**config.mk**
```make
export PLATFORM = sky130hd
export DESIGN_NAME = rssk_exec
export DESIGN_NICKNAME = d
export VERILOG_FILES = /design/src/hw/rssk_pkg.sv /design/src/hw/rssk_exec.sv /design/src/hw/rssk_result_reg.sv
export VERILOG_INCLUDE_DIRS = /design/src /design/src/hw
export SDC_FILE = /design/constraint.sdc
export NUM_CORES = 1
export LEC_CHECK = 0
export BUFFER_PORTS_ARGS = -buffer_cell sky130_fd_sc_hd__buf_2
export CAP_MARGIN = 30
export CORE_MARGIN = 3
export CORE_UTILIZATION = 58
export CTS_BUF_LIST = sky130_fd_sc_hd__clkbuf_8
export DETAILED_ROUTE_END_ITERATION = 7
export GPL_TIMING_DRIVEN = 1
export PLACE_DENSITY_LB_ADDON = 0.25
export SYNTH_ARGS = -nofsm -noshare
export SYNTH_HDL_FRONTEND = slang
export SYNTH_SLANG_ARGS = --single-unit
```
**constraint.sdc**
```tcl
create_clock -name ref_clk -period 2.7 [get_ports ref_clk]
set_clock_uncertainty 0.1 [all_clocks]
set_input_delay 0.54 -clock ref_clk [delete_from_list [all_inputs] [get_ports ref_clk]]
set_output_delay 0.54 -clock ref_clk [all_outputs]
set_load 0.01 [all_outputs]
```
**src/hw/rssk_consts.svh**
```systemverilog
// constants for the rotate, subtract and skip execution slice
`ifndef RSSK_CONSTS_SVH
`define RSSK_CONSTS_SVH
`define RSSK_OP_W        3
`define RSSK_OP_NONE     3'h0
`define RSSK_OP_RRC_MEM  3'h1
`define RSSK_OP_RRC_ACC  3'h2
`define RSSK_OP_SBW_ACC  3'h3
`define RSSK_OP_SBW_MEM  3'h4
`define RSSK_OP_DSZ      3'h5
`define RSSK_DATA_W      8
`define RSSK_ACC_RST     8'h00
`define RSSK_FLAG_RST    1'b0
`define RSSK_MSB         7
`define RSSK_NIB_MSB     3
`endif

```
**src/hw/rssk_pkg.sv**
```systemverilog
// types for the rotate, subtract and skip execution slice
package rssk_pkg;
    typedef enum logic [1:0] {
        RSSK_ST_RUN   = 2'b01,
        RSSK_ST_DUMMY = 2'b10
    } rssk_state_e;
    typedef logic [7:0] rssk_byte_t;
endpackage

```
**src/hw/rssk_exec.sv**
```systemverilog
// execution slice: rotate through carry, subtract with borrow, decrement and skip
//
`timescale 1ns/100ps
`default_nettype none
`include "rssk_consts.svh"
module rssk_exec
    import rssk_pkg::*;
(
    input  wire logic       ref_clk,
    input  wire logic       rst_b,
    input  wire logic       op_valid,
    input  wire logic [2:0] op_code,
    input  wire rssk_byte_t mem_rdata,
    output var  logic       mem_we,
    output var  rssk_byte_t mem_wdata,
    output var  rssk_byte_t acc,
    output var  logic       carry_flag,
    output var  logic       zero_flag,
    output var  logic       nibble_carry_flag,
    output var  logic       signed_range_flag,
    output var  logic       skip_next,
    output var  logic       busy
);

    ////////////////////////////////////////////////////////////////////////
    // arithmetic helpers

    // returns {no_borrow, diff}
    function automatic logic [8:0] sub_borrow(input rssk_byte_t a, input rssk_byte_t b,
                                              input logic c);
        logic [8:0] full;
        full = {1'b0, a} - {1'b0, b} - {8'h00, ~c};
        sub_borrow = {~full[8], full[7:0]};
    endfunction

    function automatic logic nib_no_borrow(input rssk_byte_t a, input rssk_byte_t b,
                                           input logic c);
        logic [4:0] n;
        n = {1'b0, a[`RSSK_NIB_MSB:0]} - {1'b0, b[`RSSK_NIB_MSB:0]} - {4'h0, ~c};
        nib_no_borrow = ~n[4];
    endfunction

    // both rotate forms: old carry enters the top bit
    function automatic rssk_byte_t rot_right(input rssk_byte_t v, input logic c);
        rot_right = {c, v[`RSSK_MSB:1]};
    endfunction

    // operand signs differ and the result sign leaves the minuend's
    function automatic logic sub_ovf(input rssk_byte_t a, input rssk_byte_t b,
                                     input rssk_byte_t d);
        sub_ovf = (a[`RSSK_MSB] != b[`RSSK_MSB]) && (d[`RSSK_MSB] != a[`RSSK_MSB]);
    endfunction

    ////////////////////////////////////////////////////////////////////////
    // datapath and flag state

    rssk_state_e st_d;
    rssk_state_e st_q;
    rssk_byte_t  acc_d;
    rssk_byte_t  acc_q;
    logic        c_d;
    logic        c_q;
    logic        z_d;
    logic        z_q;
    logic        ac_d;
    logic        ac_q;
    logic        ov_d;
    logic        ov_q;
    logic        skip_d;
    logic        skip_q;
    logic        busy_d;
    logic        busy_q;
    logic        wr_en;
    rssk_byte_t  wr_data;
    logic [8:0]  sub_res;
    rssk_byte_t  dec_val;
    logic        skip_req;

    always_comb begin
        acc_d   = acc_q;
        c_d     = c_q;
        z_d     = z_q;
        ac_d    = ac_q;
        ov_d    = ov_q;
        skip_req = 1'b0;
        wr_en   = 1'b0;
        wr_data = 8'h00;
        sub_res = sub_borrow(acc_q, mem_rdata, c_q);
        dec_val = mem_rdata - 8'h01;
        case (st_q)
            RSSK_ST_RUN: begin
                if (op_valid) begin
                    case (op_code)
                        `RSSK_OP_RRC_MEM: begin
                            wr_en   = 1'b1;
                            wr_data = rot_right(mem_rdata, c_q);
                            c_d     = mem_rdata[0];
                        end
                        `RSSK_OP_RRC_ACC: begin
                            acc_d = rot_right(mem_rdata, c_q);
                            c_d   = mem_rdata[0];
                        end
                        `RSSK_OP_SBW_ACC, `RSSK_OP_SBW_MEM: begin
                            c_d  = sub_res[8];
                            z_d  = (sub_res[7:0] == 8'h00);
                            ac_d = nib_no_borrow(acc_q, mem_rdata, c_q);
                            ov_d = sub_ovf(acc_q, mem_rdata, sub_res[`RSSK_MSB:0]);
                            if (op_code == `RSSK_OP_SBW_ACC) begin
                                acc_d = sub_res[7:0];
                            end else begin
                                wr_en   = 1'b1;
                                wr_data = sub_res[7:0];
                            end
                        end
                        `RSSK_OP_DSZ: begin
                            wr_en   = 1'b1;
                            wr_data = dec_val;
                            // flags untouched, no skip when nonzero
                            if (dec_val == 8'h00) begin
                                // zero result asks for a skip
                                skip_req = 1'b1;
                            end
                        end
                        default: begin
                            wr_en = 1'b0;
                        end
                    endcase
                end
            end
            default: begin
                // the dummy cycle takes no operand
                wr_en = 1'b0;
            end
        endcase
    end

    always_ff @(posedge ref_clk or negedge rst_b) begin
        if (!rst_b) begin
            acc_q <= `RSSK_ACC_RST;
            c_q   <= `RSSK_FLAG_RST;
            z_q   <= `RSSK_FLAG_RST;
            ac_q  <= `RSSK_FLAG_RST;
            ov_q  <= `RSSK_FLAG_RST;
        end else begin
            acc_q <= acc_d;
            c_q   <= c_d;
            z_q   <= z_d;
            ac_q  <= ac_d;
            ov_q  <= ov_d;
        end
    end

    ////////////////////////////////////////////////////////////////////////
    // skip sequencer

    always_comb begin
        st_d   = st_q;
        skip_d = 1'b0;
        busy_d = 1'b0;
        case (st_q)
            RSSK_ST_RUN: begin
                if (skip_req) begin
                    skip_d = 1'b1;
                    busy_d = 1'b1;
                    st_d   = RSSK_ST_DUMMY;
                end
            end
            RSSK_ST_DUMMY: begin
                st_d = RSSK_ST_RUN;
            end
            default: begin
                st_d = RSSK_ST_RUN;
            end
        endcase
    end

    always_ff @(posedge ref_clk or negedge rst_b) begin
        if (!rst_b) begin
            st_q   <= RSSK_ST_RUN;
            skip_q <= 1'b0;
            busy_q <= 1'b0;
        end else begin
            st_q   <= st_d;
            skip_q <= skip_d;
            busy_q <= busy_d;
        end
    end

    ////////////////////////////////////////////////////////////////////////
    // memory write register

    rssk_result_reg u_result (
        .ref_clk   (ref_clk),
        .rst_b     (rst_b),
        .wr_en     (wr_en),
        .wr_data   (wr_data),
        .mem_we    (mem_we),
        .mem_wdata (mem_wdata)
    );

    assign acc               = acc_q;
    assign carry_flag        = c_q;
    assign zero_flag         = z_q;
    assign nibble_carry_flag = ac_q;
    assign signed_range_flag = ov_q;
    assign skip_next         = skip_q;
    assign busy              = busy_q;
endmodule
`default_nettype wire

```
**src/hw/rssk_result_reg.sv**
```systemverilog
// result holding register for memory write data and the write strobe
`timescale 1ns/100ps
`default_nettype none
`include "rssk_consts.svh"
module rssk_result_reg
    import rssk_pkg::*;
(
    input  wire logic       ref_clk,
    input  wire logic       rst_b,
    input  wire logic       wr_en,
    input  wire rssk_byte_t wr_data,
    output var  logic       mem_we,
    output var  rssk_byte_t mem_wdata
);
    logic       we_d;
    logic       we_q;
    rssk_byte_t data_d;
    rssk_byte_t data_q;

    always_comb begin
        we_d   = wr_en;
        data_d = wr_en ? wr_data : data_q;
    end

    always_ff @(posedge ref_clk or negedge rst_b) begin
        if (!rst_b) begin
            we_q   <= 1'b0;
            data_q <= 8'h00;
        end else begin
            we_q   <= we_d;
            data_q <= data_d;
        end
    end

    assign mem_we    = we_q;
    assign mem_wdata = data_q;
endmodule
`default_nettype wire
```
==> impl_metrics.csv, run 1 <==
group,metric,value,unit
status,run_status,"complete, no violations",
place,gp_congestion,0.8668,
synthesis,yosysWarnings,0,
cells_and_area,multi_input_area,1262,µm²
timing,final.period_utilization,0.9603,
hold_path,hold_path.class,"input port to asynchronous set/reset pin",
drt,drtAntennaViolNets,0,
die,chipHeight,65.26,µm
global_route,gr-total-overflow,0,
global_route,track_usage,0.2568,
drt,drtPass1Iterations,4,
timing,max_slew_margin,0.6199,
synthesis,post_synth_instance_area,2037,µm²
global_route,grt_first_pass_wirelength,8590,µm
setup_path,worstPathMaxFanout,4,
cells_and_area,fin_nets,328,
cells_and_area,antenna_cells,0,
synthesis,synth_area_per_cell,8.383,µm²
drt,avgRoutedWirePerCell,14.93,µm
cells_and_area,utilization,0.7668,
synthesis,synthFlopType,"dfrtp_1",
timing,period_needed,2.593,ns
cells_and_area,nFillCells,253,
cts,cts_made_buffers,3,
global_route,grt_pass1_vias,1861,
timing,finalHoldViolations,0,
power,total_power,2036,µW
die,io_pins,37,
synthesis,ys_ff_latch,24,
setup_path,slowest_stage,"fa_1",
cts,h-tree-depth,1,
synthesis,synth_top_area_cell,"dfrtp_1",
cts,ctsHoldBuffers,0,
setup_path,crit_type,"register to register",
cts,cts_tree,"done",
setup_path,crit_required,2.79,ns
timing,fin_tns_setup,0,ns
cells_and_area,final_layout_size_suffix_gt1_frac,0.2441,
synthesis,synthArstFlopShare,1.000,
timing,slew_violations,0,
flow_run,drv_cap,0,
synthesis,synth_top_area_frac,0.2826,
drt,drt_iter0_drc,114,
die,start_util,0.6359,
cts,cts_buffer_depth,2,
synthesis,synth_edf_count,0,
cts,insertion_delay,0.27,ns
timing,tightest_slew,0.5701,ns
die,core_area,3203,µm²
cells_and_area,final_area,2456,µm²
setup_path,cp_data_arrival_time,2.68,ns
global_route,grt_max_degree,25,
power,ir_worst_vdd,484.1,µV
place,port_buffers,36,
drt,via_per_inst,5.752,
synthesis,synth_area_leaders,"dfrtp_1, ha_1, inv_1, nor2_1, nand2_1",
cells_and_area,area_growth,20.58,%
timing,finalSetupViolations,0,
timing,fmax,0.3857,GHz
synthesis,synthCells,243,
drt,post-route-drc-count,0,
cts,clock-sinks,24,
synthesis,synth_cell_type_count,58,
synthesis,syn-num-nets,275,
cells_and_area,mostFrequentLayoutCell,"buf_2",
drt,num_vias,1950,
cts,root_buffer,"clkbuf_8",
synthesis,yosysSeqAreaShare,0.2955,
global_route,antenna_found_initial,0,
setup_path,cp-end-kind,"register",
cts,clk_pin_slew,0.09,ns
cells_and_area,most-common-layout-cells,"buf_2, inv_1, nor2_1, dfrtp_1, buf_4",
setup_path,slowest_delay,0.51,ns
die,die-area,4259,µm²
place,hpwlAfterDp,4001,µm
drt,wl,5060,µm
power,p_leak,0.001224,µW
place,place_area,2370,µm²
cells_and_area,regArea,601.8,µm²
setup_path,startpoint_type,"register",
die,rows,20,
die,die_x,65.26,µm
power,powerDensity,829.0,nW/µm²
setup_path,crit_chain,"inv_1, fa_1, inv_1, ha_1, o211ai_1, o211ai_1, a211o_1, a2111o_1, o21ai_0",
==> metrics by stage <==
| step | hold slack [ns] | worst slack [ns] | std cells |
|---|---|---|---|
| 3_3_place_gp | 0.3572 | -0.06922 | 334 |
| 3_5_place_dp | 0.3702 | -0.1204 | 334 |
| 6_report | 0.1543 | 0.1072 | 339 |
| 2_1_floorplan | 0.1444 | 0.1028 | 243 |
| 4_1_cts | 0.1665 | 0.04595 | 338 |
| 5_1_grt | 0.1826 | -0.06722 | 339 |
==> flip-flops by register name (all words and copies together) (netlist names) <==
name and cells:
acc 8, u_result.mem_we 1, busy 1, signed_range_flag 1, nibble_carry_flag 1, zero_flag 1, carry_flag 1, st_q 2
u_result.mem_wdata 8
==> kinds of logic (layout without fill, tap and decap cells) <==
kind of cell             after synthesis  after routing  share of synthesized area
XOR/XNOR                              12             12                    0.05835
adder cells (fa/ha/maj)               18             18                     0.1179
buffers and inverters                 41             93                    0.08845
multiplexers                           5              5                    0.02457
AO/OA/AOI/OAI                         65             65                     0.2095
flip-flops                            24             24                     0.2955
AND/OR/NAND/NOR                       78             78                     0.2058
==> path summary, 6_finish.rpt <==
check	startpoint	to	slack (ns)	cells past startpoint
max	carry_flag$_DFFE_PN0P_	zero_flag$_DFFE_PN0P_	0.11	9
min	rst_b	acc[3]$_DFFE_PN0P_	0.15	1
max reg2reg	carry_flag$_DFFE_PN0P_	zero_flag$_DFFE_PN0P_	0.11	9
min reg2reg	u_result.mem_wdata[3]$_DFFE_PN0P_	u_result.mem_wdata[3]$_DFFE_PN0P_	0.39	2
max in group asynchronous	rst_b	st_q[0]$_DFFE_PN1P_	1.97	1
min in group ref_clk	u_result.mem_wdata[3]$_DFFE_PN0P_	u_result.mem_wdata[3]$_DFFE_PN0P_	0.39	2
==> metal layers <==
layer,share of wire,global-route usage,up-vias
li1,-,-,966
met1,0.43,0.3362,919
met2,0.50,0.4475,57
met3,0.053,0.03248,8
met4,0.014,0.06477,0
met5,0,0,-
==> layout make-up <==
| cell class | count | area share |
|---|---|---|
| clock buffers | 3 | 0.01681 |
| repair buffers | 59 | 0.1437 |
| inverters | 30 | 0.04585 |
| clock inverters | 1 | 0.01223 |
| flip-flops and latches | 24 | 0.2450 |
| well taps | 44 | 0.02241 |
| multi-input cells | 178 | 0.5140 |
==> synth_stat cells, drive strengths merged (2+ instances only) <==
library cell and number:
and3b 2, nor3 4, buf 6, o31ai 3, nor3b 4, o21ai 16
nand4 2, mux2i 5, ha 16, or3 2, or4 3, xor2 4
clkbuf 5, a2111o 2, nor2 25, inv 30, a211oi 2, o221ai 2
and4 2, nand2 23, a31oi 4, o22ai 3, o211ai 3, xnor2 7
a21oi 14, dfrtp 23, nand2b 3, a22oi 3, nor4 2, fa 2
a21boi 3
==> critical path: cells and delay by family, from the launching register on <==
family	cells	cell delay, ns
AO/OA/AOI/OAI	5	1.16
adder cells (fa/ha/maj)	2	0.69
flip-flops	1	0.41
buffers and inverters	2	0.16
==> repair_timing <==
action,CTS,global route
setup buffers,0,1
gates resized for setup,0,5
endpoints found under the setup margin,0,6
==> power breakdown <==
group | switching (µW) | internal, µW | total [µW]
combinational | 625 | 588 | 1210
sequential | 61.4 | 442 | 504
clock | 121 | 198 | 319
Power figures use the tool's default switching activity.
==> inputs of run 2 (changes only) <==
--- a/config.mk
+++ b/config.mk
@@ -9,7 +9,7 @@
 export BUFFER_PORTS_ARGS = -buffer_cell sky130_fd_sc_hd__buf_2
 export CAP_MARGIN = 30
 export CORE_MARGIN = 3
-export CORE_UTILIZATION = 58
+export CORE_UTILIZATION = 62
 export CTS_BUF_LIST = sky130_fd_sc_hd__clkbuf_8
 export DETAILED_ROUTE_END_ITERATION = 7
 export GPL_TIMING_DRIVEN = 1
==> constraint.sdc (replaced) <==
create_clock -name ref_clk -period 3.25 [get_ports ref_clk]
set_clock_uncertainty 0.1 [all_clocks]
set_input_delay 0.65 -clock ref_clk [delete_from_list [all_inputs] [get_ports ref_clk]]
set_output_delay 0.65 -clock ref_clk [all_outputs]
set_load 0.01 [all_outputs]
==> run 2 against run 1 <==
Combinational power decreased by 31%. Critical endpoint unchanged. Cell area down 7.3%. Wire length fell by 8.7%. Sequential power decreased by 17%. Critical path type is now input port to register. Utilization fell by 3.3 points. Critical path depth stayed put. Final cell count down 6.8%. Clock power down 14%.
==> impl_metrics.csv, run 2 (synthesized netlist as in run 1, its figures left out) <==
group,metric,value,unit
cts,post_cts_resized,0,
drt,drtPass1Iterations,4,
power,sw_frac_of_total,0.4146,
global_route,grt_pass1_vias,1686,
die,core_area,3103,µm²
cells_and_area,area_growth,11.73,%
cts,cts_tree,"done",
die,chipHeight,63.32,µm
setup_path,worstPathMaxFanout,8,
cts,cts_setup_buffers,0,
cts,clk_pin_slew,0.09,ns
die,rows,20,
setup_path,startpoint_type,"input port",
power,combPwrFrac,0.545,
hold_path,hold_path.class,"input port to asynchronous set/reset pin",
timing,max_slew_margin,0.6128,
setup_path,critPathLaunch,"mem_rdata[0]",
power,pwr-share-clk,0.180,
die,start_util,0.6565,
place,hpwlAfterDp,3529,µm
timing,final.period_utilization,0.8506,
power,p_leak,0.001112,µW
cells_and_area,most-common-layout-cells,"buf_2, inv_1, nor2_1, dfrtp_1, nand2_1",
drt,post-route-drc-count,0,
global_route,grt_first_pass_wirelength,7941,µm
die,die_x,63.32,µm
place,port_buffers,36,
cts,insertion_delay,0.28,ns
cts,root_buffer,"clkbuf_8",
place,gp_congestion,0.8498,
timing,setup_slack,0.4857,ns
cells_and_area,final_layout_size_suffix_gt1_frac,0.1728,
drt,via_per_inst,5.858,
setup_path,ff2ff_path_depth,9,
power,powerDensity,668.8,nW/µm²
drt,num_vias,1851,
die,die-area,4009,µm²
flow_run,drv_cap,0,
cts,clock-sinks,24,
power,power_switching,631.1,µW
timing,slew_violations,0,
drt,drt_iter0_drc,147,
power,ir_worst_vdd,504.2,µV
global_route,gr-total-overflow,0,
cts,ctsHoldBuffers,0,
die,io_pins,37,
cells_and_area,fin_nets,305,
setup_path,regToRegStartpoint,"carry_flag$_DFFE_PN0P_",
drt,wl,4622,µm
setup_path,cp-end-kind,"register",
setup_path,crit_required,3.35,ns
cts,cts_made_buffers,3,
setup_path,crit_type,"input port to register",
status,run_status,"complete, no violations",
global_route,antenna_found_initial,0,
power,seq_power_share,0.275,
timing,finalHoldViolations,0,
global_route,grt_max_degree,25,
place,place_worst_setup_slack,0.2602,ns
power,power.internal,891.1,µW
timing,fmax,0.3618,GHz
timing,fin_tns_setup,0,ns
timing,rsz0062_at_grt,"no",
cts,h-tree-depth,1,
drt,avgRoutedWirePerCell,14.63,µm
cells_and_area,antenna_cells,0,
cells_and_area,nFillCells,278,
drt,drtAntennaViolNets,0,
timing,tightest_slew,0.5756,ns
cells_and_area,utilization,0.7335,
timing,period_needed,2.764,ns
global_route,track_usage,0.2481,
cts,cts_buffer_depth,2,
setup_path,cp_data_arrival_time,2.86,ns
cells_and_area,mostFrequentLayoutCell,"buf_2",
timing,finalSetupViolations,0,
-- run 2: critical path, cell delays in order --
cell     delay (ns)
buf_2          0.15
fa_1           0.57
inv_1          0.05
ha_1           0.18
o21ai_0        0.31
nand2_1        0.14
xnor2_1        0.16
or4_1          0.49
o21ai_0        0.17
-- run 2: layout make-up --
type | count | area, µm² | area share
multi-input combinational | 178 | 1255 | 0.5514
sequential | 24 | 601.8 | 0.2644
timing repair buffer | 36 | 180.2 | 0.07916
clock buffer | 3 | 41.29 | 0.01814
clock inverter | 1 | 30.03 | 0.01319
tap | 44 | 55.05 | 0.02419
inverter | 30 | 112.6 | 0.04948
-- run 2: worst paths after layout --
| check | slack (ns) | endpoint |
|---|---|---|
| max in group asynchronous | 2.43 | st_q[0]$_DFFE_PN1P_ |
| worst max-delay path | 0.49 | zero_flag$_DFFE_PN0P_ |
| worst max register to register | 0.52 | zero_flag$_DFFE_PN0P_ |
| worst min register to register | 0.39 | u_result.mem_wdata[1]$_DFFE_PN0P_ |
| min in group ref_clk | 0.39 | u_result.mem_wdata[1]$_DFFE_PN0P_ |
| worst min-delay path | 0.25 | u_result.mem_we$_DFF_PN0_ |
-- run 2: metal layers --
| layer | share of wire | vias to the layer above | GRT usage |
|---|---|---|---|
| met2 | 0.49 | 46 | 0.4055 |
| met1 | 0.46 | 889 | 0.3462 |
| met5 | 0 | - | 0 |
| met3 | 0.039 | 5 | 0.02317 |
| met4 | 0.011 | 0 | 0.07817 |
| li1 | - | 911 | - |
-- run 2: stage by stage --
| stage | hold slack [ns] | total power, µW | cell area [µm²] | std cells |
|---|---|---|---|---|
| 2_1_floorplan | 0.2544 | 1034 | 2037 | 243 |
| 3_3_place_gp | 0.3635 | 1225 | 2205 | 312 |
| 3_5_place_dp | 0.3709 | 1243 | 2205 | 312 |
| 4_1_cts | 0.2641 | 1526 | 2276 | 316 |
| 5_1_grt | 0.2778 | 1661 | 2276 | 316 |
| 6_report | 0.2517 | 1522 | 2276 | 316 |
-- run 2: power groups by stage --
stage / Combinational, µW / Clock (µW) / Sequential (µW)
after floorplan: 579 / 0 / 455
after global placement: 804 / 0 / 422
after detailed placement: 818 / 0 / 425
after CTS: 830 / 277 / 419
after global routing: 941 / 289 / 431
final: 830 / 273 / 419
==> inputs of run 3 (changes only) <==
--- a/config.mk
+++ b/config.mk
@@ -6,6 +6,7 @@
 export SDC_FILE = /design/constraint.sdc
 export NUM_CORES = 1
 export LEC_CHECK = 0
+export ABC_AREA = 1
 export BUFFER_PORTS_ARGS = -buffer_cell sky130_fd_sc_hd__buf_2
 export CAP_MARGIN = 30
 export CORE_MARGIN = 3
@@ -14,6 +15,7 @@
 export DETAILED_ROUTE_END_ITERATION = 7
 export GPL_TIMING_DRIVEN = 1
 export PLACE_DENSITY_LB_ADDON = 0.25
+export SETUP_SLACK_MARGIN = 0.15
 export SYNTH_ARGS = -nofsm -noshare
 export SYNTH_HDL_FRONTEND = slang
 export SYNTH_SLANG_ARGS = --single-unit
==> run 3 against run 2 <==
Die area down 2.6%. Flip-flop and latch count did not move. Combinational power fell by 19%. Critical endpoint is now acc[7]$_DFFE_PN0P_.
==> impl_metrics.csv, run 3 <==
group,metric,value,unit
power,ir_worst_vdd,354.3,µV
synthesis,synth_edf_count,0,
timing,final.period_utilization,0.7335,
drt,num_vias,2021,
die,die-area,3904,µm²
synthesis,synth_top_area_frac,0.2910,
cells_and_area,mostFrequentLayoutCell,"nand2_1",
drt,post-route-drc-count,0,
synthesis,post_synth_instance_area,1978,µm²
synthesis,synthCells,300,
timing,period_needed,2.384,ns
cells_and_area,final_area,2262,µm²
cts,cts_tree,"done",
setup_path,cp_data_arrival_time,2.45,ns
cts,clock-sinks,24,
synthesis,synth_top_area_cell,"dfrtp_1",
flow_run,drv_cap,0,
setup_path,cp-end-kind,"register",
cts,insertion_delay,0.27,ns
setup_path,worstPathMaxFanout,4,
power,seq_power_share,0.294,
power,p_leak,0.001300,µW
status,run_status,"complete, no violations",
synthesis,yosysWarnings,0,
place,hpwlAfterDp,3728,µm
drt,via_per_inst,5.332,
global_route,antenna_found_initial,0,
drt,drtAntennaViolNets,0,
synthesis,synth_area_per_cell,6.594,µm²
cts,h-tree-depth,1,
place,port_buffers,36,
cts,root_buffer,"clkbuf_8",
place,gp_congestion,0.9250,
synthesis,synth_cell_type_count,26,
cells_and_area,area_growth,14.36,%
timing,fin_tns_setup,0,ns
timing,setup_slack,0.8661,ns
synthesis,synth_common_cells,"nand2_1, inv_1, nor2_1",
setup_path,startpoint_type,"input port",
cts,post_cts_resized,0,
die,core_area,2900,µm²
cells_and_area,final_layout_size_suffix_gt1_frac,0.1424,
power,powerDensity,588.4,nW/µm²
die,start_util,0.6821,
timing,rsz0062_at_grt,"no",
setup_path,crit_type,"input port to register",
cts,cts_buffer_depth,2,
place,dp.cells,375,
global_route,grt_first_pass_wirelength,8404,µm
global_route,track_usage,0.2628,
cts,cts_setup_buffers,0,
drt,drt_iter0_drc,144,
power,power.internal,765.1,µW
global_route,grt_max_degree,25,
global_route,grt_pass1_vias,1826,
synthesis,ys_ff_latch,24,
hold_path,hold_path.class,"input port to asynchronous set/reset pin",
cts,clk_pin_slew,0.09,ns
power,pwr-share-clk,0.201,
timing,finalSetupViolations,0,
drt,drtPass1Iterations,5,
setup_path,crit_required,3.31,ns
timing,fmax,0.4195,GHz
synthesis,synthFlopType,"dfrtp_1",
timing,slew_violations,0,
cells_and_area,nFillCells,239,
power,power_switching,566.0,µW
global_route,gr-total-overflow,0,
power,combPwrFrac,0.505,
cells_and_area,fin_cells,379,
die,chipHeight,62.49,µm
synthesis,synth.most_common_cell,"nand2_1",
cts,cts_made_buffers,3,
die,rows,19,
power,sw_frac_of_total,0.4252,
synthesis,syn-num-nets,332,
cells_and_area,most-common-layout-cells,"nand2_1, inv_1, buf_2, nor2_1, dfrtp_1",
cells_and_area,utilization,0.7800,
cells_and_area,antenna_cells,0,
place,place_worst_setup_slack,0.6053,ns
timing,tightest_slew,0.5900,ns
synthesis,synthArstFlopShare,1.000,
synthesis,yosysSeqAreaShare,0.3042,
cells_and_area,fin_nets,370,
die,io_pins,37,
timing,finalHoldViolations,0,
timing,max_slew_margin,0.6025,
place,place_area,2191,µm²
drt,wl,4908,µm
die,die_x,62.49,µm
cts,ctsHoldBuffers,0,
synthesis,synth_area_leaders,"dfrtp_1, nand2_1, inv_1, ha_1, nor2_1",
drt,avgRoutedWirePerCell,12.95,µm
run 3: cell count changes in the layout (fill, tap and decap cells not counted), moves of 4 or more:
cell and change:
a21oi_1 +5, xnor2_1 -6, nand3_1 +19, nor2_1 +7, nor3_1 -4, mux2i_1 -5
inv_1 +30, nand2_1 +61
run 3: metrics by stage:
stage	total power [µW]	hold slack, ns
after global placement	1034	0.3638
after detailed placement	1054	0.3696
final	1331	0.2505
after CTS	1322	0.2670
after floorplan	869.0	0.2544
after global routing	1445	0.2874
run 3: final cells by class:
cell class              instances  area [µm²]  share of cell area
flip-flops and latches         24       601.8              0.2660
clock buffers                   3       41.29             0.01825
inverters                      60       225.2             0.09956
multi-input cells             212        1124              0.4967
repair buffers                 37       187.7             0.08296
clock inverters                 1       30.03             0.01327
well taps                      42       52.55             0.02323
run 3: cells by family after synthesis:
logic type                 Yosys count  synth area share
DFF                                 24            0.3042
adders and majority gates           18            0.1214
AOI/OAI and AO/OA                   47            0.1284
buffers and inverters               64            0.1278
and+or+nand+nor                    143            0.3004
xor gates and xnor gates             4           0.01771
run 3: worst max-delay path, stage by stage:
cell     delay, ns
buf_2         0.13
fa_1          0.56
inv_1         0.05
ha_1          0.18
o21ai_0       0.22
nand2_1       0.11
nand2_1       0.10
nand3_1       0.11
nand2_1       0.14
nand2_1       0.06
nand2_1       0.06
o21ai_0       0.07
run 3: layer usage:
metal  GRT usage  vias to the layer above  routed length (µm)
met5           0                        -                   0
met4     0.08815                        0                  99
met3     0.02698                       12                 419
met2      0.4474                      104                2227
met1      0.3482                      887                2161
li1            -                     1018                   -
run 3: final timing paths:
kind / start / to / slack, ns / depth (start not counted)
min in group ref_clk: nibble_carry_flag$_DFFE_PN0P_ / nibble_carry_flag$_DFFE_PN0P_ / 0.39 / 2
min reg2reg: nibble_carry_flag$_DFFE_PN0P_ / nibble_carry_flag$_DFFE_PN0P_ / 0.39 / 2
max: mem_rdata[0] / acc[7]$_DFFE_PN0P_ / 0.87 / 12
max reg2reg: carry_flag$_DFFE_PN0P_ / acc[7]$_DFFE_PN0P_ / 0.89 / 12
min: rst_b / acc[4]$_DFFE_PN0P_ / 0.25 / 1
max in group asynchronous: rst_b / st_q[0]$_DFFE_PN1P_ / 2.42 / 1
run 3: power by group through the flow:
| stage | clock network [µW] | registers (µW) | logic, µW |
|---|---|---|---|
| 5_1_grt | 280 | 401 | 764 |
| 4_1_cts | 266 | 391 | 665 |
| 2_1_floorplan | 0 | 423 | 446 |
| 3_3_place_gp | 0 | 393 | 640 |
| 6_report | 268 | 391 | 672 |
| 3_5_place_dp | 0 | 397 | 657 |
